===== src/hw/bors_map.vh =====
`ifndef BORS_MAP_VH
`define BORS_MAP_VH

// Clock and start-up timing
`define BORS_CLK_HZ          50000000
`define BORS_PWRT_MS         96
`define BORS_MS_CYCLES       (`BORS_CLK_HZ / 1000)
`define BORS_OSC_PERIODS     1024
`define BORS_QUAL_CYCLES     4

// Register byte offsets
`define BORS_OFS_CTRL        8'h00
`define BORS_OFS_STATUS      8'h04
`define BORS_OFS_CORE_INT    8'h08
`define BORS_OFS_PERIPH_A    8'h0C
`define BORS_OFS_PERIPH_B    8'h10
`define BORS_OFS_PORT_DIR    8'h14
`define BORS_OFS_WAKE_PC     8'h18

// Control fields
`define BORS_CTRL_GID_BIT    0
`define BORS_CTRL_SLEEP_BIT  1

// Status fields
`define BORS_ST_RESET_BIT    0
`define BORS_ST_LOW_BIT      1
`define BORS_ST_FUSE_BIT     2
`define BORS_ST_SLEEP_BIT    3
`define BORS_ST_VEC_BIT      4
`define BORS_ST_FSM_LSB      8

// Reset values and interrupt vector
`define BORS_CTRL_RST        1'b1
`define BORS_PORT_DIR_RST    8'hFF
`define BORS_INT_VECTOR      16'h0020

`endif


===== src/hw/bors_sequencer.v =====
// Chosen here: the AHB-Lite interface to the registers and the register offsets.
`timescale 1ns/1ps
`include "bors_map.vh"

// Functional notes
// Fuse bit enables or disables brown-out reset
// Qualified supply-low asserts chip reset
// Dips shorter than qualify time filtered
// Reset held while supply-low stays active
// Release after longer of 96 ms, 1024 periods
// Dip during wait re-enters reset, timers cleared
// Timers restart only after supply-low clears
// Any device reset makes port pins inputs
// Wake loads vector if interrupts enabled, else PC+1
// Wake-up interrupt sets its status flag bits
// Supply-low synchronised, qualify count parameterised
// Fixed interval on own timebase, both must expire
module bors_sequencer #(
   parameter MS_CYCLES   = `BORS_MS_CYCLES,
   parameter PWRT_MS     = `BORS_PWRT_MS,
   parameter OSC_PERIODS = `BORS_OSC_PERIODS,
   parameter QUAL_CYCLES = `BORS_QUAL_CYCLES,
   parameter PORT_W      = 8
) (
   // Clock and reset
   input  wire              hclk,
   input  wire              hresetn,
   // AHB-Lite slave
   input  wire              hsel,
   input  wire [31:0]       haddr,
   input  wire [1:0]        htrans,
   input  wire              hwrite,
   input  wire [2:0]        hsize,
   input  wire [31:0]       hwdata,
   input  wire              hready,
   output wire              hreadyout,
   output wire              hresp,
   output reg  [31:0]       hrdata,
   // Supply monitor and configuration
   input  wire              brownout_trip_level,
   input  wire              brownout_enable_fuse,
   input  wire              ext_reset,
   // Interrupt sources and sleep PC
   input  wire [7:0]        core_int_req,
   input  wire [7:0]        periph_a_req,
   input  wire [7:0]        periph_b_req,
   input  wire [15:0]       sleep_pc,
   // Reset and wake outputs
   output wire              chip_reset,
   output wire [PORT_W-1:0] port_dir,
   output reg               wake_strobe,
   output reg               wake_to_vector,
   output reg  [15:0]       wake_pc
);

   localparam [2:0] ST_RUN  = 3'b001;
   localparam [2:0] ST_LOW  = 3'b010;
   localparam [2:0] ST_WAIT = 3'b100;

   localparam DIV_W  = $clog2(MS_CYCLES + 1);
   localparam MS_W   = $clog2(PWRT_MS + 1);
   localparam OSC_W  = $clog2(OSC_PERIODS + 1);
   localparam QUAL_W = $clog2(QUAL_CYCLES + 1);

   reg  [2:0]        state_r;
   reg  [2:0]        state_nxt;
   reg               low_meta_r;
   reg               low_sync_r;
   reg  [QUAL_W-1:0] qual_cnt_r;
   reg  [OSC_W-1:0]  osc_cnt_r;
   reg  [DIV_W-1:0]  ms_div_r;
   reg  [MS_W-1:0]   ms_cnt_r;
   reg               gid_r;
   reg               sleep_r;
   reg  [7:0]        core_int_r;
   reg  [7:0]        periph_a_r;
   reg  [7:0]        periph_b_r;
   reg  [PORT_W-1:0] port_dir_r;
   reg               wr_pend_r;
   reg  [7:0]        wr_addr_r;

   wire              brown_en;
   wire              qualified;
   wire              osc_done;
   wire              ms_done;
   wire              ms_tick;
   wire              addr_ok;
   wire              any_req;
   wire [7:0]        ofs;
   wire [31:0]       status_word;
   wire              wr_ctrl;
   wire              wr_core;
   wire              wr_pa;
   wire              wr_pb;
   wire              wr_dir;

   assign hreadyout = 1'b1;
   assign hresp     = 1'b0;

   // fuse gate
   assign brown_en  = brownout_enable_fuse;

   // supply-low synchroniser
   always @(posedge hclk or negedge hresetn) begin
      if (!hresetn) begin
         low_meta_r <= 1'b0;
         low_sync_r <= 1'b0;
      end else begin
         low_meta_r <= brownout_trip_level;
         low_sync_r <= low_meta_r;
      end
   end

   // short dip filter
   always @(posedge hclk or negedge hresetn) begin
      if (!hresetn) begin
         qual_cnt_r <= {QUAL_W{1'b0}};
      end else if (!low_sync_r || !brown_en) begin
         qual_cnt_r <= {QUAL_W{1'b0}};
      end else if (qual_cnt_r != QUAL_CYCLES[QUAL_W-1:0]) begin
         qual_cnt_r <= qual_cnt_r + 1'b1;
      end
   end

   // qualify count reached
   assign qualified = brown_en && (qual_cnt_r == QUAL_CYCLES[QUAL_W-1:0]);

   // independent millisecond timebase
   assign ms_tick = (ms_div_r == MS_CYCLES[DIV_W-1:0] - 1'b1);
   assign ms_done = (ms_cnt_r == PWRT_MS[MS_W-1:0]);
   assign osc_done = (osc_cnt_r == OSC_PERIODS[OSC_W-1:0]);

   // timers cleared outside the wait
   always @(posedge hclk or negedge hresetn) begin
      if (!hresetn) begin
         osc_cnt_r <= {OSC_W{1'b0}};
         ms_div_r  <= {DIV_W{1'b0}};
         ms_cnt_r  <= {MS_W{1'b0}};
      end else if (state_r != ST_WAIT) begin
         osc_cnt_r <= {OSC_W{1'b0}};
         ms_div_r  <= {DIV_W{1'b0}};
         ms_cnt_r  <= {MS_W{1'b0}};
      end else begin
         // both timers run together
         if (!osc_done)
            osc_cnt_r <= osc_cnt_r + 1'b1;
         if (!ms_done) begin
            if (ms_tick) begin
               ms_div_r <= {DIV_W{1'b0}};
               ms_cnt_r <= ms_cnt_r + 1'b1;
            end else begin
               ms_div_r <= ms_div_r + 1'b1;
            end
         end
      end
   end

   always @* begin
      state_nxt = state_r;
      case (state_r)
         ST_RUN: begin
            // enter brown-out reset
            if (qualified)
               state_nxt = ST_LOW;
         end
         ST_LOW: begin
            // hold while supply low
            // restart only after clearing
            if (!low_sync_r || !brown_en)
               state_nxt = ST_WAIT;
         end
         ST_WAIT: begin
            // dip during start-up wait
            if (brown_en && low_sync_r)
               state_nxt = ST_LOW;
            // longer of both delays
            else if (osc_done && ms_done)
               state_nxt = ST_RUN;
         end
         default: state_nxt = ST_WAIT;
      endcase
   end

   // Power-on counts as a start-up wait too
   always @(posedge hclk or negedge hresetn) begin
      if (!hresetn)
         state_r <= ST_WAIT;
      else
         state_r <= state_nxt;
   end

   // Taken straight from the RUN flop; a decode of
   // several state bits could glitch the reset line
   assign chip_reset = ~state_r[0];

   // Bus write capture; writes land in the data phase
   assign addr_ok = hsel && hready && htrans[1];
   assign ofs     = {haddr[7:2], 2'b00};

   always @(posedge hclk or negedge hresetn) begin
      if (!hresetn) begin
         wr_pend_r <= 1'b0;
         wr_addr_r <= 8'h00;
      end else begin
         wr_pend_r <= addr_ok && hwrite && (haddr[31:8] == 24'h000000);
         wr_addr_r <= ofs;
      end
   end

   assign wr_ctrl = wr_pend_r && (wr_addr_r == `BORS_OFS_CTRL);
   assign wr_core = wr_pend_r && (wr_addr_r == `BORS_OFS_CORE_INT);
   assign wr_pa   = wr_pend_r && (wr_addr_r == `BORS_OFS_PERIPH_A);
   assign wr_pb   = wr_pend_r && (wr_addr_r == `BORS_OFS_PERIPH_B);
   assign wr_dir  = wr_pend_r && (wr_addr_r == `BORS_OFS_PORT_DIR);
   assign any_req = |{core_int_req, periph_a_req, periph_b_req};

   // Flags: set wins over write-one-to-clear
   genvar gi;
   generate
      for (gi = 0; gi < 8; gi = gi + 1) begin : g_flag
         always @(posedge hclk or negedge hresetn) begin
            if (!hresetn) begin
               core_int_r[gi] <= 1'b0;
               periph_a_r[gi] <= 1'b0;
               periph_b_r[gi] <= 1'b0;
            end else begin
               // wake source flags set
               core_int_r[gi] <= core_int_req[gi] |
                                 (core_int_r[gi] & ~(wr_core & hwdata[gi]));
               periph_a_r[gi] <= periph_a_req[gi] |
                                 (periph_a_r[gi] & ~(wr_pa & hwdata[gi]));
               periph_b_r[gi] <= periph_b_req[gi] |
                                 (periph_b_r[gi] & ~(wr_pb & hwdata[gi]));
            end
         end
      end
   endgenerate

   // Control, sleep and wake
   always @(posedge hclk or negedge hresetn) begin
      if (!hresetn) begin
         gid_r          <= `BORS_CTRL_RST;
         sleep_r        <= 1'b0;
         wake_strobe    <= 1'b0;
         wake_to_vector <= 1'b0;
         wake_pc        <= 16'h0000;
      end else begin
         wake_strobe <= 1'b0;
         if (chip_reset || ext_reset) begin
            gid_r   <= `BORS_CTRL_RST;
            sleep_r <= 1'b0;
         end else if (sleep_r && any_req) begin
            sleep_r     <= 1'b0;
            wake_strobe <= 1'b1;
            // vector or next address
            wake_to_vector <= ~gid_r;
            wake_pc        <= gid_r ? sleep_pc + 16'h0001 : `BORS_INT_VECTOR;
         end else if (wr_ctrl) begin
            gid_r   <= hwdata[`BORS_CTRL_GID_BIT];
            sleep_r <= hwdata[`BORS_CTRL_SLEEP_BIT];
         end
      end
   end

   // Direction: 1 means input
   always @(posedge hclk or negedge hresetn) begin
      if (!hresetn)
         port_dir_r <= {PORT_W{1'b1}};
      // any reset forces inputs
      else if (chip_reset || ext_reset)
         port_dir_r <= {PORT_W{1'b1}};
      else if (wr_dir)
         port_dir_r <= hwdata[PORT_W-1:0];
   end

   assign port_dir = port_dir_r;

   assign status_word = {21'h000000, state_r, 3'b000, wake_to_vector, sleep_r,
                         brown_en, low_sync_r, chip_reset};

   // Read data registered at the address phase
   always @(posedge hclk or negedge hresetn) begin
      if (!hresetn) begin
         hrdata <= 32'h00000000;
      end else if (addr_ok && !hwrite) begin
         if (haddr[31:8] != 24'h000000)
            hrdata <= 32'h00000000;
         else
            case (ofs)
               `BORS_OFS_CTRL:     hrdata <= {30'h00000000, sleep_r, gid_r};
               `BORS_OFS_STATUS:   hrdata <= status_word;
               `BORS_OFS_CORE_INT: hrdata <= {24'h000000, core_int_r};
               `BORS_OFS_PERIPH_A: hrdata <= {24'h000000, periph_a_r};
               `BORS_OFS_PERIPH_B: hrdata <= {24'h000000, periph_b_r};
               `BORS_OFS_PORT_DIR: hrdata <= {{(32-PORT_W){1'b0}}, port_dir_r};
               `BORS_OFS_WAKE_PC:  hrdata <= {16'h0000, wake_pc};
               default:            hrdata <= 32'h00000000;
            endcase
      end
   end

endmodule


===== config.mk =====
export PLATFORM = sky130hd
export DESIGN_NAME = bors_sequencer
export DESIGN_NICKNAME = d
export VERILOG_FILES = /design/src/hw/bors_sequencer.v
export VERILOG_INCLUDE_DIRS = /design/src /design/src/hw
export SDC_FILE = /design/constraint.sdc
export NUM_CORES = 1
export LEC_CHECK = 0
export ABC_AREA = 1
export ABC_CLOCK_PERIOD_IN_PS = 4700
export BUFFER_PORTS_ARGS = -buffer_cell sky130_fd_sc_hd__buf_2
export CORE_AREA = 2 2 119 207
export DETAILED_ROUTE_END_ITERATION = 10
export DIE_AREA = 0 0 121 209
export HOLD_SLACK_MARGIN = 0.05
export PLACE_DENSITY = 0.53
export SLEW_MARGIN = 15
export SYNTH_ARGS = -nofsm -noshare
export SYNTH_HDL_FRONTEND = slang
export SYNTH_SLANG_ARGS = --single-unit

===== constraint.sdc =====
create_clock -name hclk -period 4.7 [get_ports hclk]
set_clock_uncertainty 0.05 [all_clocks]
set_input_delay 0.235 -clock hclk [delete_from_list [all_inputs] [get_ports hclk]]
set_output_delay 0.235 -clock hclk [all_outputs]
set_load 0.03 [all_outputs]

* After elaboration in Yosys (flattened, before gate mapping)
Cells that the tools add are included.
** Storage, ports and cells
- Flip-flop bits (word level) :: 133
- Bits of input ports :: 117
- Output and inout bits :: 61
- Word-level logic and storage cells :: 230
** Cells by class
- Add/subtract/negate cells :: 5
- Eq/ne operators :: 25
- Multiplexer cells :: 28
- Bitwise operators :: 99
- Reductions and logical operators :: 33
** Operators by type and width (number)
- case mux 16 bit (7 select lines) :: 1
- 2-to-1 mux 16 bit :: 5
- AND 1 bit :: 48
- adder 16 x 1 -> 16 bit, second input constant :: 2
- equality test 6 x 3 -> 1 bit, second input constant :: 5
- inverter 1 bit :: 27
- equality test 6 x 2 -> 1 bit, second input constant :: 4
- logical NOT 24 bit :: 1
- bitwise OR 1 bit :: 24
- nonzero test 24 bit :: 1
- OR reduction 24 bit :: 1
- 2-to-1 mux 11 bit :: 2
- 2-to-1 mux 7 bit :: 3
- 2-to-1 mux 3 bit :: 6
- equality test 16 bit, second input constant :: 1
- logical NOT 8 bit :: 2
- 2-to-1 mux 8 bit :: 2
- logical AND 1 bit :: 14
- adder 11 x 1 -> 11 bit, second input constant :: 1
- equality test 11 bit, second input constant :: 1
- inequality test 3 bit, second input constant :: 3
- case mux 3 bit (3 select lines) :: 1
- 2-to-1 mux 1 bit :: 8
- nonzero test 2 bit :: 4
- other kinds (14) :: 23

* Longest topological paths before layout
Gate-level depths: netlist (run 1).
- Depth after elaboration :: 6
- Mapped depth :: 11
- Gate-level depth less buffers :: 11

* Least setup slack after synthesis (run 1)
OpenSTA, ideal clock, no wires.
- Path type :: reg2reg
- Start :: reg ms_div_r[0]
- End :: reg ms_div_r[6]
- Setup time :: 122 ps
- Arrival :: 1337 ps
- Required time :: 4528 ps
- Setup slack :: 3191 ps
- Cell stages (with the launch flop) :: 12
- Path buffers :: 1
- Cells stage by stage :: dfrtp_1 -> ha_1 -> nand2_1 -> inv_2 -> nand2_1 -> nor2_2 -> nand3_2 -> nand2_2 -> nand2_4 -> buf_6 -> nand2_1 -> nor2_1
** On the way
- Longest elaborated chain between the ends :: 4
- Elaborated cells between the ends (all ways) :: 5
- Classes of those cells :: 1 x add/sub; 1 x eq/ne; 3 x mux
** Ends and longest elaborated chain
- start: declaration :: RTL line bors_sequencer.v:71 : reg [DIV_W-1:0] ms_div_r;
- start signal: assignment :: RTL line bors_sequencer.v:137 : ms_div_r <= {DIV_W{1'b0}};
- start signal: assignment :: RTL line bors_sequencer.v:141 : ms_div_r <= {DIV_W{1'b0}};
- start signal: assignment :: RTL line bors_sequencer.v:149 : ms_div_r <= {DIV_W{1'b0}};
- adder 16 x 1 -> 16 bit or equality test 16 bit (tied branches) :: RTL line bors_sequencer.v:152, bors_sequencer.v:129
- 2-to-1 mux 16 bit * :: RTL line bors_sequencer.v:148 : if (ms_tick) begin
- 2-to-1 mux 16 bit * :: RTL line bors_sequencer.v:147 : if (!ms_done) begin
- 2-to-1 mux 16 bit * :: RTL line bors_sequencer.v:139 : end else if (state_r != ST_WAIT) begin
Every way passes the cells marked *; elsewhere a longest branch is shown, timed or not. The select of a mux whose other input is x is not followed.
A chain may end at the register's enable or synchronous reset.

* Worst setup path after layout (run 1)
- Start :: in haddr[7]
- End :: reg hrdata[9]
** On the way
- Longest elaborated chain between the ends :: 3
- Elaborated cells between the ends (all ways) :: 9
- Classes of those cells :: 6 x eq/ne; 2 x mux; 1 x reduce/logical
** Ends and longest elaborated chain
- start: declaration :: RTL line bors_sequencer.v:30 : input wire [31:0] haddr,
- equality test 6 x 3 -> 1 bit (tied with other cells) :: RTL line bors_sequencer.v:289 : case (ofs)
- case mux 16 bit (7 select lines) * :: RTL line bors_sequencer.v:289
- 2-to-1 mux 16 bit * :: RTL line bors_sequencer.v:286 : if (haddr[31:8] != 24'h000000)
- end signal: assignment :: RTL line bors_sequencer.v:290 : `BORS_OFS_CTRL: hrdata <= {30'h00000000, sleep_r, gid_r};
- end signal: assignment :: RTL line bors_sequencer.v:291 : `BORS_OFS_STATUS: hrdata <= status_word;
- end signal: assignment :: RTL line bors_sequencer.v:292 : `BORS_OFS_CORE_INT: hrdata <= {24'h000000, core_int_r};
- end: declaration :: RTL line bors_sequencer.v:38 : output reg [31:0] hrdata,
Every way passes the cells marked *; elsewhere a longest branch is shown, timed or not.

==> report_table.html, run 1 <==
<table>
<tr><th>Metric</th><th>Value</th></tr>
<tr><th colspan="2">Layout</th></tr>
<tr><td>Layout Cells excl Fill</td><td>1373</td></tr>
<tr><td>Ant. Diodes</td><td>0</td></tr>
<tr><td>Post-route core utilization</td><td>0.355</td></tr>
<tr><td>Number of nets at the end of the flow</td><td>1177</td></tr>
<tr><td>Share of post-route cells with drive strength above 1</td><td>0.198</td></tr>
<tr><td>Area added between synthesis and finish</td><td>29.1%</td></tr>
<tr><th colspan="2">Worst setup path</th></tr>
<tr><td>Cell seen most often among critical-path stages</td><td>nand2_1</td></tr>
<tr><td>Critical Path End Type</td><td>register</td></tr>
<tr><td>CP max FO</td><td>24</td></tr>
<tr><td>Critical Path, Cell by Cell</td><td>dlygate4sd3_1 -&gt; buf_2 -&gt; nor2_2 -&gt; o211ai_1 -&gt; nor3_2 -&gt; nand2_1 -&gt; nand2_1</td></tr>
<tr><td>Crit path arrival time</td><td>2.79 ns</td></tr>
<tr><td>Slowest stage cell on the critical path</td><td>nor2_2</td></tr>
<tr><td>Worst setup slack for register-to-register paths</td><td>2.56 ns</td></tr>
<tr><td>Slowest stage delay, CP</td><td>0.73 ns</td></tr>
<tr><td>Register-to-Register Path Depth</td><td>7</td></tr>
<tr><td>Data required time at the worst endpoint</td><td>5.01 ns</td></tr>
<tr><td>Type of the worst setup path</td><td>primary input to register</td></tr>
<tr><td>Worst flop-to-flop path endpoint</td><td>ms_cnt_r[4]$_DFFE_PN0P_</td></tr>
<tr><td>Critical Path Source Type</td><td>primary input</td></tr>
<tr><td>Worst reg2reg path startpoint</td><td>state_r[2]$_DFFE_PN1P_</td></tr>
<tr><th colspan="2">Placement</th></tr>
<tr><td>Half-perimeter wire length of the detailed placement result</td><td>15100 um</td></tr>
<tr><td>Number of instances in the placed design</td><td>1302</td></tr>
<tr><td>Dpl ws</td><td>2.37 ns</td></tr>
<tr><td>Final weighted congestion in routability-driven placement</td><td>0.881</td></tr>
<tr><td>Buffers on Ports</td><td>129</td></tr>
<tr><th colspan="2">Yosys</th></tr>
<tr><td>Total standard cell area after synthesis</td><td>6520 um2</td></tr>
<tr><td>Sequential-to-total area share from yosys stat</td><td>0.451</td></tr>
<tr><td>Count of warnings emitted by yosys</td><td>0</td></tr>
<tr><td>FF+latch count, synth</td><td>117</td></tr>
<tr><td>Avg Cell Area, Syn</td><td>7.42 um2</td></tr>
<tr><td>Number of flops mapped to enable cells by yosys</td><td>0</td></tr>
<tr><td>Most frequently used flop master after synthesis</td><td>dfrtp_1</td></tr>
<tr><td>Async set-or-reset flop fraction in the synthesized netlist</td><td>1.00</td></tr>
<tr><td>Instance count of the mapped netlist</td><td>879</td></tr>
<tr><td>Yosys cell types</td><td>43</td></tr>
<tr><th colspan="2">Route</th></tr>
<tr><td>WL final</td><td>19600 um</td></tr>
<tr><td>Count of vias placed by the detailed router</td><td>6168</td></tr>
<tr><td>Detailed-route DRC error count</td><td>0</td></tr>
<tr><td>Number of nets still failing antenna checks after routing</td><td>0</td></tr>
<tr><td>Number of DRC markers after the initial detailed-route iteration</td><td>444</td></tr>
<tr><td>Average wire per cell in the routed design</td><td>14.3 um</td></tr>
<tr><td>Routed vias/inst</td><td>4.49</td></tr>
<tr><td>Number of detailed-routing iterations run before antenna repair</td><td>5</td></tr>
<tr><th colspan="2">Power</th></tr>
<tr><td>Sequential Power Share</td><td>0.373</td></tr>
<tr><td>Clock network fraction of design power</td><td>0.432</td></tr>
<tr><td>Switching power</td><td>0.000974 W</td></tr>
<tr><td>Worst vdd rail ir drop</td><td>0.000219 V</td></tr>
<tr><td>Relative contribution of combinational cells to total power</td><td>0.196</td></tr>
<tr><td>Switching power as a share of total power</td><td>0.311</td></tr>
<tr><td>Leakage component of the power</td><td>4.24 nW</td></tr>
<tr><td>Power per Cell Area</td><td>372 nW/um2</td></tr>
<tr><td>Power Internal</td><td>0.00216 W</td></tr>
<tr><th colspan="2">Floorplan</th></tr>
<tr><td>Std-Cell Rows</td><td>75</td></tr>
<tr><td>Number of ports placed on the die boundary</td><td>178</td></tr>
<tr><td>Area inside the core boundary</td><td>23700 um2</td></tr>
<tr><td>Initial cell density of the core</td><td>0.275</td></tr>
<tr><td>Die area</td><td>25300 um2</td></tr>
<tr><td>Die H</td><td>209 um</td></tr>
<tr><td>Die Span X</td><td>121 um</td></tr>
<tr><th colspan="2">GRT</th></tr>
<tr><td>Maximum number of pins on one net before global-route repair</td><td>45</td></tr>
<tr><td>Global-route total usage across every layer</td><td>0.161</td></tr>
<tr><td>Remaining Overflow, GRT</td><td>0</td></tr>
<tr><td>Via count of the first global-routing pass</td><td>6117</td></tr>
<tr><td>Global-route wire length before repair</td><td>31300 um</td></tr>
<tr><td>Initial antenna violation count</td><td>0</td></tr>
<tr><th colspan="2">Timing</th></tr>
<tr><td>Tightest Pin Transition</td><td>0.942 ns</td></tr>
<tr><td>Setup Total Neg Slack</td><td>0 ns</td></tr>
<tr><td>Post-layout worst setup margin</td><td>2.22 ns</td></tr>
<tr><td>Share of the clock period used by the worst path after layout</td><td>0.528</td></tr>
<tr><td>Final critical path time including I/O delays and setup</td><td>2.48 ns</td></tr>
<tr><td>Max-Slew Margin vs Limit</td><td>0.371</td></tr>
<tr><td>Total count of max-transition violations in the final report</td><td>0</td></tr>
<tr><td>Final setup violation count</td><td>0</td></tr>
<tr><td>Maximum clock frequency</td><td>0.403 GHz</td></tr>
<tr><td>Setup repair after global routing missed its margin</td><td>false</td></tr>
<tr><td>Number of failing hold endpoints at the final stage</td><td>0</td></tr>
<tr><th colspan="2">Clocking</th></tr>
<tr><td>TritonCTS clock tree</td><td>yes</td></tr>
<tr><td>Worst-case clock buffer depth</td><td>2</td></tr>
<tr><td>H-tree Lvls</td><td>4</td></tr>
<tr><td>Sink count of the clock tree</td><td>117</td></tr>
<tr><td>Num CTS Buffers</td><td>17</td></tr>
<tr><td>Master cell of the clock root buffer</td><td>clkbuf_16</td></tr>
<tr><td>CTS clock-pin slew for the worst setup and hold paths</td><td>0.05 ns</td></tr>
<tr><td>Clock network latency to the later pin of the worst-skew pair</td><td>0.42 ns</td></tr>
<tr><th colspan="2">Worst hold path</th></tr>
<tr><td>Type of the most critical hold path</td><td>primary input to register</td></tr>
<tr><td>Hold worst-path end</td><td>wake_pc[0]$_DFFE_PN0P_</td></tr>
<tr><td>Worst hold path stage count</td><td>3</td></tr>
<tr><td>Startpoint of the most critical hold path</td><td>sleep_pc[0]</td></tr>
<tr><th colspan="2">Run status</th></tr>
<tr><td>Result of the run</td><td>complete, no violations</td></tr>
<tr><th colspan="2">Run</th></tr>
<tr><td>Number of max-capacitance violations reported</td><td>0</td></tr>
</table>
==> routing by layer <==
metal  share of wire  vias up  routed length [um]  global-route usage
li1                -     3131                   -                   -
met1            0.37     2823                7280               0.168
met2            0.54      163               10700               0.295
met3           0.031       51                 615              0.0265
met4           0.054        0                1060              0.0962
met5               0        -                   0                   0
==> kinds of logic (layout without fill, tap and decap cells) <==
| group | after synthesis | in the layout | synth area share |
|---|---|---|---|
| DFF | 117 | 117 | 0.451 |
| other | 2 | 18 | 0.00115 |
| AOI/OAI and AO/OA | 100 | 100 | 0.0877 |
| adders and majority gates | 8 | 8 | 0.0153 |
| xor gates and xnor gates | 11 | 11 | 0.0148 |
| and+or+nand+nor | 504 | 504 | 0.336 |
| buffers and inverters | 137 | 307 | 0.0942 |
==> worst max-delay path by stage <==
stage                       startpoint                      end  slack, ns
2_1_floorplan  ms_div_r[0]$_DFFE_PN0P_  ms_div_r[6]$_DFFE_PN0P_       3.19
3_3_place_gp                  haddr[7]    hrdata[9]$_DFFE_PN0P_       2.38
3_5_place_dp                  haddr[7]    hrdata[9]$_DFFE_PN0P_       2.37
4_1_cts                       haddr[7]    hrdata[0]$_DFFE_PN0P_       2.23
5_1_grt                       haddr[7]    hrdata[9]$_DFFE_PN0P_       1.97
6_report                      haddr[7]    hrdata[9]$_DFFE_PN0P_       2.22
==> state kept, by name, indices dropped and copies added (netlist names), 3 cells and up <==
name and flops:
wake_pc 16, periph_b_r 8, wr_addr_r 6, periph_a_r 8
core_int_r 8, ms_div_r 16, qual_cnt_r 3, ms_cnt_r 7
osc_cnt_r 11, state_r 3, hrdata 16, port_dir 8
==> Yosys cell counts (2+ instances only) <==
cell type / instances / area [um2]
a21o_1: 2 / 15.0
a21oi_1: 10 / 50.1
buf_2: 9 / 45.0
buf_4: 19 / 143
buf_6: 2 / 22.5
clkbuf_1: 2 / 7.51
conb_1: 2 / 7.51
dfrtp_1: 107 / 2680
dfstp_2: 10 / 263
ha_1: 8 / 100
inv_1: 92 / 345
inv_2: 11 / 41.3
nand2_1: 261 / 980
nand2_2: 5 / 31.3
nand3_1: 57 / 285
nand3_2: 3 / 30.0
nand3b_1: 3 / 22.5
nand4_1: 35 / 219
nor2_1: 113 / 424
nor2_2: 6 / 37.5
nor2_4: 6 / 67.6
nor3_1: 8 / 40.0
o211ai_1: 2 / 15.0
o21ai_0: 58 / 290
o21ai_1: 9 / 45.0
o21ai_2: 4 / 35.0
o21bai_1: 10 / 75.1
xnor2_1: 4 / 35.0
xor2_1: 7 / 61.3
==> stage by stage <==
stage	instance area, um2	hold WS, ns	total power [W]
5_1_grt	8420	0.114	0.00329
4_1_cts	8420	0.0868	0.00317
2_1_floorplan	6580	-0.111	0.00159
6_report	8420	0.0921	0.00313
3_3_place_gp	7410	0.192	0.00177
3_5_place_dp	7410	0.188	0.00178
==> cells in the final DEF (no fill, tap or decap), types with 11 or more instances in the layout <==
master and n:
buf_2 128, clkbuf_16 17, conb_1 18, dfrtp_1 107, dlygate4sd3_1 39, inv_1 92
inv_2 11, nand2_1 261, nand3_1 57, nand4_1 35, nor2_1 113, o21ai_0 58
==> area by class of cell <==
| class | count | area [um2] |
|---|---|---|
| inverters | 105 | 397 |
| fillers | 2517 | 15300 |
| clock inverters | 8 | 123 |
| repair buffers | 170 | 1050 |
| well taps | 308 | 385 |
| clock buffers | 24 | 492 |
| multi-input cells | 641 | 3030 |
| flip-flops and latches | 117 | 2940 |
==> repair_timing <==
| item | in CTS | in global routing |
|---|---|---|
| resized for setup | 0 | 0 |
| setup buffers | 0 | 0 |
| hold buffers | 39 | 0 |
| hold endpoints to repair | 67 | 0 |
==> power groups by stage <==
stage | Sequential [W] | Combinational (W) | Clock [W]
final | 0.00117 | 0.000613 | 0.00135
after global routing | 0.00118 | 0.000685 | 0.00142
after CTS | 0.00117 | 0.000624 | 0.00138
after detailed placement | 0.00118 | 0.000596 | 0
after global placement | 0.00118 | 0.000590 | 0
after floorplan | 0.00120 | 0.000385 | 0
==> critical path: cells and delay by family <==
family,cells,cell delay (ns)
buf+inv,2,0.71
compound gates,1,0.21
simple gates,4,1.63
No activity file was read; power rests on OpenSTA's default activity.
==> inputs of run 2 (changes only) <==
ABC_CLOCK_PERIOD_IN_PS = 2500   (was 4700)
clock period = 2.5 ns   (was 4.7 ns; I/O delays follow)
==> run 2 against run 1 <==
Final cell count rose by 2.5%. Core utilization rose by 1.4 points. Non-clock buffer count rose by 35. First-iteration DRC count fell by 58%.
==> report_table.html, run 2 (same netlist as run 1, synthesis figures left out) <==
<table>
<tr><th>Metric</th><th>Value</th></tr>
<tr><th colspan="2">Power</th></tr>
<tr><td>Power per Cell Area</td><td>675 nW/um2 (+81%)</td></tr>
<tr><td>Worst vdd rail ir drop</td><td>0.000388 V (+77%)</td></tr>
<tr><td>Power after layout</td><td>0.00590 W (+88%)</td></tr>
<tr><td>Leakage component of the power</td><td>4.34 nW (+2.4%)</td></tr>
<tr><th colspan="2">Timing</th></tr>
<tr><td>Tightest Pin Transition</td><td>0.597 ns (-0.345 ns)</td></tr>
<tr><td>Final setup violation count</td><td>0 (unchanged)</td></tr>
<tr><td>Max-Slew Margin vs Limit</td><td>0.602 (+0.231)</td></tr>
<tr><td>Maximum clock frequency</td><td>0.444 GHz</td></tr>
<tr><td>Setup repair after global routing missed its margin</td><td>false</td></tr>
<tr><td>Setup Total Neg Slack</td><td>0 ns (unchanged)</td></tr>
<tr><td>Share of the clock period used by the worst path after layout</td><td>0.902</td></tr>
<tr><td>Number of failing hold endpoints at the final stage</td><td>0 (unchanged)</td></tr>
<tr><td>Total count of max-transition violations in the final report</td><td>0 (unchanged)</td></tr>
<tr><td>Final critical path time including I/O delays and setup</td><td>2.25 ns</td></tr>
<tr><th colspan="2">Worst setup path</th></tr>
<tr><td>Critical Path, Cell by Cell</td><td>nor2_1 -&gt; inv_1 -&gt; nor2_1 -&gt; nand3_1 -&gt; o21ai_0 -&gt; nand2_1 -&gt; dlygate4sd3_1</td></tr>
<tr><td>Data required time at the worst endpoint</td><td>2.74 ns (-2.27 ns)</td></tr>
<tr><td>Type of the worst setup path</td><td>register to register</td></tr>
<tr><td>Slowest stage cell on the critical path</td><td>dlygate4sd3_1</td></tr>
<tr><td>Critical Path Source Type</td><td>register</td></tr>
<tr><td>Slowest stage delay, CP</td><td>0.56 ns (-0.17 ns)</td></tr>
<tr><td>CP max FO</td><td>8 (-67%)</td></tr>
<tr><td>Critical Path End Type</td><td>register</td></tr>
<tr><td>Crit path arrival time</td><td>2.50 ns (-0.29 ns)</td></tr>
<tr><td>Cell seen most often among critical-path stages</td><td>nor2_1</td></tr>
<tr><th colspan="2">GRT</th></tr>
<tr><td>Remaining Overflow, GRT</td><td>0 (unchanged)</td></tr>
<tr><td>Global-route wire length before repair</td><td>31300 um (+0.20%)</td></tr>
<tr><td>Global-route total usage across every layer</td><td>0.162 (+0.00110)</td></tr>
<tr><td>Via count of the first global-routing pass</td><td>6229 (+1.8%)</td></tr>
<tr><td>Maximum number of pins on one net before global-route repair</td><td>47 (+4.4%)</td></tr>
<tr><td>Initial antenna violation count</td><td>0 (unchanged)</td></tr>
<tr><th colspan="2">Layout</th></tr>
<tr><td>Ant. Diodes</td><td>0 (unchanged)</td></tr>
<tr><td>Number of nets at the end of the flow</td><td>1212 (+3.0%)</td></tr>
<tr><td>Number of filler instances in the final layout</td><td>2534 (+0.68%)</td></tr>
<tr><td>Biggest registers after layout</td><td>hrdata: 16 flops, ms_div_r: 16 flops, wake_pc: 16 flops</td></tr>
<tr><td>Post-route core utilization</td><td>0.369 (+0.0140)</td></tr>
<tr><td>Leading cell types in the layout, fill and taps excluded</td><td>nand2_1 (261), buf_2 (128), nor2_1 (113), dfrtp_1 (107), inv_1 (92)</td></tr>
<tr><td>Area added between synthesis and finish</td><td>34.2%</td></tr>
<tr><td>Most common cell after layout, fill and taps aside</td><td>nand2_1</td></tr>
<tr><td>Share of post-route cells with drive strength above 1</td><td>0.199 (+0.000969)</td></tr>
<tr><th colspan="2">Clocking</th></tr>
<tr><td>Master cell of the clock root buffer</td><td>clkbuf_16</td></tr>
<tr><td>Num CTS Buffers</td><td>17 (unchanged)</td></tr>
<tr><td>Clock network latency to the later pin of the worst-skew pair</td><td>0.41 ns (about the same)</td></tr>
<tr><td>TritonCTS clock tree</td><td>yes</td></tr>
<tr><td>Quantity of gates resized following cts</td><td>0 (unchanged)</td></tr>
<tr><td>Sink count of the clock tree</td><td>117 (unchanged)</td></tr>
<tr><td>H-tree Lvls</td><td>4 (unchanged)</td></tr>
<tr><td>CTS clock-pin slew for the worst setup and hold paths</td><td>0.06 ns (about the same)</td></tr>
<tr><td>Worst-case clock buffer depth</td><td>2 (unchanged)</td></tr>
<tr><th colspan="2">Placement</th></tr>
<tr><td>Half-perimeter wire length of the detailed placement result</td><td>15300 um (+1.4%)</td></tr>
<tr><td>Buffers on Ports</td><td>129 (unchanged)</td></tr>
<tr><td>Final weighted congestion in routability-driven placement</td><td>0.882 (about the same)</td></tr>
<tr><th colspan="2">Route</th></tr>
<tr><td>Number of detailed-routing iterations run before antenna repair</td><td>4 (-1)</td></tr>
<tr><td>Number of DRC markers after the initial detailed-route iteration</td><td>185 (-58%)</td></tr>
<tr><td>Routed vias/inst</td><td>4.47 (-0.57%)</td></tr>
<tr><td>M1 wire length</td><td>7240 um (-0.60%)</td></tr>
<tr><td>Met2 routed WL</td><td>11100 um (+3.6%)</td></tr>
<tr><td>Uppermost layer routed</td><td>met4</td></tr>
<tr><td>Count of vias placed by the detailed router</td><td>6289 (+2.0%)</td></tr>
<tr><td>Total met3 wirelength after detailed routing</td><td>652 um (+6.0%)</td></tr>
<tr><td>Number of nets still failing antenna checks after routing</td><td>0 (unchanged)</td></tr>
<tr><td>Detailed-route DRC error count</td><td>0 (unchanged)</td></tr>
<tr><td>Average wire per cell in the routed design</td><td>14.2 um (-1.0%)</td></tr>
<tr><td>WL final</td><td>19900 um (+1.5%)</td></tr>
<tr><th colspan="2">Run status</th></tr>
<tr><td>Result of the run</td><td>complete, no violations</td></tr>
<tr><th colspan="2">Floorplan</th></tr>
<tr><td>Std-Cell Rows</td><td>75 (unchanged)</td></tr>
<tr><td>Die area</td><td>25300 um2 (unchanged)</td></tr>
<tr><td>Initial cell density of the core</td><td>0.275 (unchanged)</td></tr>
<tr><td>Area inside the core boundary</td><td>23700 um2 (unchanged)</td></tr>
<tr><td>Die Span X</td><td>121 um (unchanged)</td></tr>
<tr><td>Number of ports placed on the die boundary</td><td>178 (unchanged)</td></tr>
<tr><td>Die H</td><td>209 um (unchanged)</td></tr>
<tr><th colspan="2">Run</th></tr>
<tr><td>Number of max-capacitance violations reported</td><td>0 (unchanged)</td></tr>
<tr><th colspan="2">Worst hold path</th></tr>
<tr><td>Type of the most critical hold path</td><td>primary input to register</td></tr>
</table>
## run 2: path summary, 6_finish.rpt
| path | from | end | slack (ns) | depth (start not counted) |
|---|---|---|---|---|
| min in group asynchronous | hresetn | core_int_r[5]$_DFF_PN0_ | 0.25 | 2 |
| setup reg to reg | wr_addr_r[7]$_DFF_PN0_ | periph_a_r[6]$_DFF_PN0_ | 0.25 | 7 |
| hold / removal | sleep_pc[7] | wake_pc[7]$_DFFE_PN0P_ | 0.05 | 4 |
| hold reg to reg | low_meta_r$_DFF_PN0_ | low_sync_r$_DFF_PN0_ | 0.30 | 0 |
| setup / recovery | wr_addr_r[7]$_DFF_PN0_ | periph_a_r[6]$_DFF_PN0_ | 0.25 | 7 |
| max in group asynchronous | hresetn | ms_cnt_r[2]$_DFFE_PN0P_ | 1.42 | 3 |
## run 2: power by group
| part | internal (W) | total (W) | switching (W) | leakage (nW) |
|---|---|---|---|---|
| Sequential | 0.00205 | 0.00219 | 0.000138 | 1.45 |
| Combinational | 0.000379 | 0.00121 | 0.000828 | 2.59 |
| Clock | 0.00163 | 0.00250 | 0.000869 | 0.299 |
## run 2: worst max-delay path: cells and delay by family, from the launching register on
family / cells / cell delay, ns
compound gates: 1 / 0.27
simple gates: 4 / 0.82
flops: 1 / 0.36
buf+inv: 2 / 0.63
## run 2: area by class of cell
type                       instances  area [um2]  share of cell area
tap                              308         385              0.0440
multi-input combinational        641        3030               0.346
clock inverter                    10         128              0.0146
clock buffer                      22         474              0.0542
sequential                       117        2940               0.336
timing repair buffer             205        1400               0.160
inverter                         105         397              0.0453
## run 2: what timing repair did
item                                   in CTS  in global routing
buffers inserted                            0                  2
endpoints found under the hold margin      89                  0
hold buffers                               67                  0
setup endpoints to repair                   0                  4
## run 2: per-layer routing
| layer | up-vias | global-route usage |
|---|---|---|
| li1 | 3188 | - |
| met3 | 48 | 0.0243 |
| met5 | - | 0 |
| met1 | 2892 | 0.161 |
| met4 | 0 | 0.0930 |
| met2 | 161 | 0.309 |
## run 2: per-stage QoR
step / worst slack [ns] / instance area, um2 / std cells / hold WS [ns]
floorplan: 0.991 / 6580 / 895 / -0.221
global placement: 0.621 / 7460 / 1307 / 0.126
detailed placement: 0.630 / 7460 / 1307 / 0.124
CTS: 0.159 / 8730 / 1406 / 0.0500
global route: 0.0475 / 8750 / 1408 / 0.0738
finish: 0.246 / 8750 / 1408 / 0.0495
==> inputs of run 3 (changes only) <==
==> constraint.sdc (replaced) <==
create_clock -name hclk -period 2.5 [get_ports hclk]
set_clock_uncertainty 0.05 [all_clocks]
set_input_delay 0.25 -clock hclk [delete_from_list [all_inputs] [get_ports hclk]]
set_output_delay 0.25 -clock hclk [all_outputs]
set_load 0.03 [all_outputs]
==> run 3 against run 2 <==
Global-route usage decreased by 0.10 points. Critical path depth grew 4. Via count shrank 0.59%. Die area did not move. Design area shrank 3.1%. Core utilization fell by 1.1 points. Sequential cell count unchanged. First-iteration DRC count grew 57%. Register-to-register slack gained 0.40 ns. Clock-buffer cell count is 3 lower. Hold slack better by 0.010 ns. Maximum frequency increased by 14%. Critical path type is now primary input to register. Largest cell class unchanged.
==> report_table.html, run 3 (same netlist as run 1, synthesis figures left out) <==
<table>
<tr><th>Metric</th><th>Value</th></tr>
<tr><th colspan="2">Run status</th></tr>
<tr><td>Result of the run</td><td>complete, no violations</td></tr>
<tr><th colspan="2">GRT</th></tr>
<tr><td>Remaining Overflow, GRT</td><td>0 (unchanged)</td></tr>
<tr><td>Maximum number of pins on one net before global-route repair</td><td>118 (+150%)</td></tr>
<tr><td>Initial antenna violation count</td><td>0 (unchanged)</td></tr>
<tr><td>Via count of the first global-routing pass</td><td>6189 (-0.64%)</td></tr>
<tr><td>Global-route total usage across every layer</td><td>0.161 (-0.00102)</td></tr>
<tr><td>Global-route wire length before repair</td><td>31400 um (about the same)</td></tr>
<tr><th colspan="2">Worst setup path</th></tr>
<tr><td>Critical Path End Type</td><td>register</td></tr>
<tr><td>Crit path arrival time</td><td>2.29 ns (-0.21 ns)</td></tr>
<tr><td>Data required time at the worst endpoint</td><td>2.80 ns (+0.06 ns)</td></tr>
<tr><td>Worst setup slack for register-to-register paths</td><td>0.65 ns (+0.40 ns)</td></tr>
<tr><td>CP max FO</td><td>12 (+4)</td></tr>
<tr><td>Type of the worst setup path</td><td>primary input to register</td></tr>
<tr><td>Critical Path Source Type</td><td>primary input</td></tr>
<tr><th colspan="2">Timing</th></tr>
<tr><td>Setup Total Neg Slack</td><td>0 ns (unchanged)</td></tr>
<tr><td>Final setup violation count</td><td>0 (unchanged)</td></tr>
<tr><td>Maximum clock frequency</td><td>0.504 GHz (+14%)</td></tr>
<tr><td>Final critical path time including I/O delays and setup</td><td>1.98 ns (-0.271 ns)</td></tr>
<tr><td>Setup repair after global routing missed its margin</td><td>false</td></tr>
<tr><td>Number of failing hold endpoints at the final stage</td><td>0 (unchanged)</td></tr>
<tr><td>Total count of max-transition violations in the final report</td><td>0 (unchanged)</td></tr>
<tr><td>Tightest Pin Transition</td><td>0.701 ns (+0.104 ns)</td></tr>
<tr><td>Share of the clock period used by the worst path after layout</td><td>0.793 (-0.108)</td></tr>
<tr><td>Max-Slew Margin vs Limit</td><td>0.533 (-0.0693)</td></tr>
<tr><th colspan="2">Route</th></tr>
<tr><td>Number of nets still failing antenna checks after routing</td><td>0 (unchanged)</td></tr>
<tr><td>WL final</td><td>19700 um (-1.2%)</td></tr>
<tr><td>Number of DRC markers after the initial detailed-route iteration</td><td>291 (+57%)</td></tr>
<tr><td>Number of detailed-routing iterations run before antenna repair</td><td>4 (unchanged)</td></tr>
<tr><td>Average wire per cell in the routed design</td><td>14.3 um (+1.3%)</td></tr>
<tr><td>Routed vias/inst</td><td>4.55 (+1.9%)</td></tr>
<tr><td>Detailed-route DRC error count</td><td>0 (unchanged)</td></tr>
<tr><td>Count of vias placed by the detailed router</td><td>6252 (-0.59%)</td></tr>
<tr><th colspan="2">Clocking</th></tr>
<tr><td>Num CTS Buffers</td><td>17 (unchanged)</td></tr>
<tr><td># Post-CTS Setup Buffers</td><td>0 (unchanged)</td></tr>
<tr><td>Worst-case clock buffer depth</td><td>2 (unchanged)</td></tr>
<tr><td>CTS clock-pin slew for the worst setup and hold paths</td><td>0.06 ns (about the same)</td></tr>
<tr><td>Clock network latency to the later pin of the worst-skew pair</td><td>0.42 ns (about the same)</td></tr>
<tr><td>Sink count of the clock tree</td><td>117 (unchanged)</td></tr>
<tr><td>H-tree Lvls</td><td>4 (unchanged)</td></tr>
<tr><td>Quantity of gates resized following cts</td><td>0 (unchanged)</td></tr>
<tr><td>Master cell of the clock root buffer</td><td>clkbuf_16</td></tr>
<tr><td>TritonCTS clock tree</td><td>yes</td></tr>
<tr><th colspan="2">Layout</th></tr>
<tr><td>Post-route core utilization</td><td>0.357 (-0.0114)</td></tr>
<tr><td>Ant. Diodes</td><td>0 (unchanged)</td></tr>
<tr><td>Biggest registers after layout</td><td>hrdata: 16 flops, ms_div_r: 16 flops, wake_pc: 16 flops</td></tr>
<tr><td>Most common cell after layout, fill and taps aside</td><td>nand2_1</td></tr>
<tr><td>Final cell area excluding filler cells</td><td>8480 um2 (-3.1%)</td></tr>
<tr><td>Share of post-route cells with drive strength above 1</td><td>0.203 (+0.00373)</td></tr>
<tr><td>Number of filler instances in the final layout</td><td>2528 (-0.24%)</td></tr>
<tr><td>Number of nets at the end of the flow</td><td>1177 (-2.9%)</td></tr>
<tr><td>Area added between synthesis and finish</td><td>30.0%</td></tr>
<tr><td>Leading cell types in the layout, fill and taps excluded</td><td>nand2_1 (261), buf_2 (128), nor2_1 (113), dfrtp_1 (107), inv_1 (92)</td></tr>
<tr><th colspan="2">Placement</th></tr>
<tr><td>Final weighted congestion in routability-driven placement</td><td>0.908 (+3.0%)</td></tr>
<tr><td>Placement-stage cell area</td><td>7450 um2 (-0.20%)</td></tr>
<tr><td>Buffers on Ports</td><td>129 (unchanged)</td></tr>
<tr><td>Half-perimeter wire length of the detailed placement result</td><td>15000 um (-2.1%)</td></tr>
<tr><th colspan="2">Floorplan</th></tr>
<tr><td>Initial cell density of the core</td><td>0.275 (unchanged)</td></tr>
<tr><td>Area inside the core boundary</td><td>23700 um2 (unchanged)</td></tr>
<tr><td>Die H</td><td>209 um (unchanged)</td></tr>
<tr><td>Die area</td><td>25300 um2 (unchanged)</td></tr>
<tr><td>Std-Cell Rows</td><td>75 (unchanged)</td></tr>
<tr><td>Die Span X</td><td>121 um (unchanged)</td></tr>
<tr><td>Number of ports placed on the die boundary</td><td>178 (unchanged)</td></tr>
<tr><th colspan="2">Power</th></tr>
<tr><td>Leakage component of the power</td><td>4.28 nW (-1.4%)</td></tr>
<tr><td>Worst vdd rail ir drop</td><td>0.000399 V (+2.9%)</td></tr>
<tr><td>Power per Cell Area</td><td>729 nW/um2 (+8.1%)</td></tr>
<tr><th colspan="2">Worst hold path</th></tr>
<tr><td>Type of the most critical hold path</td><td>primary input to register</td></tr>
<tr><th colspan="2">Run</th></tr>
<tr><td>Number of max-capacitance violations reported</td><td>0 (unchanged)</td></tr>
</table>
-- run 3: power by group --
part	switching [W]	internal [W]
registers	0.000142	0.00205
logic	0.000825	0.000367
clock network	0.000903	0.00189
total	0.00187	0.00431
-- run 3: critical path, cell delays in order --
cell	delay, ns
dlygate4sd3_1	0.53
buf_2	0.14
nor2_2	0.40
nand2_2	0.18
nor2_2	0.33
nand2_1	0.09
nand2_1	0.09
nor2_1	0.06
nand2_1	0.09
nand2_1	0.06
nand2_1	0.05
-- run 3: through the flow --
step,setup WS (ns),instances,total power [W],hold slack [ns]
2_1_floorplan,0.991,895,0.00298,-0.0956
3_3_place_gp,0.629,1305,0.00338,0.312
3_5_place_dp,0.617,1305,0.00340,0.297
4_1_cts,0.495,1373,0.00625,0.0508
5_1_grt,0.269,1373,0.00649,0.0612
6_report,0.517,1373,0.00618,0.0596
-- run 3: repair_timing --
action,in CTS,in global routing
endpoints found under the hold margin,142,0
endpoints found under the setup margin,0,0
hold buffers,36,0
-- run 3: final cells by class --
type,count,area (um2),share of cell area
inverters,105,397,0.0468
clock inverters,13,229,0.0270
multi-input cells,641,3030,0.357
flip-flops and latches,117,2940,0.347
well taps,308,385,0.0454
repair buffers,170,1060,0.125
clock buffers,19,443,0.0522
-- run 3: metal layers --
metal / vias up / share of wire / GRT usage
met3: 49 / 0.031 / 0.0237
met2: 148 / 0.56 / 0.302
met1: 2933 / 0.37 / 0.165
li1: 3122 / - / -
met4: 0 / 0.048 / 0.0918
met5: - / 0 / 0
-- run 3: path summary, 6_finish.rpt --
kind | start | to | cells past startpoint
worst max-delay path | haddr[7] | hrdata[2]$_DFFE_PN0P_ | 11
min in group asynchronous | hresetn | periph_a_r[3]$_DFF_PN0_ | 3
worst max register to register | ms_cnt_r[0]$_DFFE_PN0P_ | ms_cnt_r[4]$_DFFE_PN0P_ | 9
max in group asynchronous | hresetn | ms_div_r[9]$_DFFE_PN0P_ | 3
worst min register to register | low_meta_r$_DFF_PN0_ | low_sync_r$_DFF_PN0_ | 0
worst min-delay path | hwdata[3] | port_dir[3]$_DFFE_PN1P_ | 3
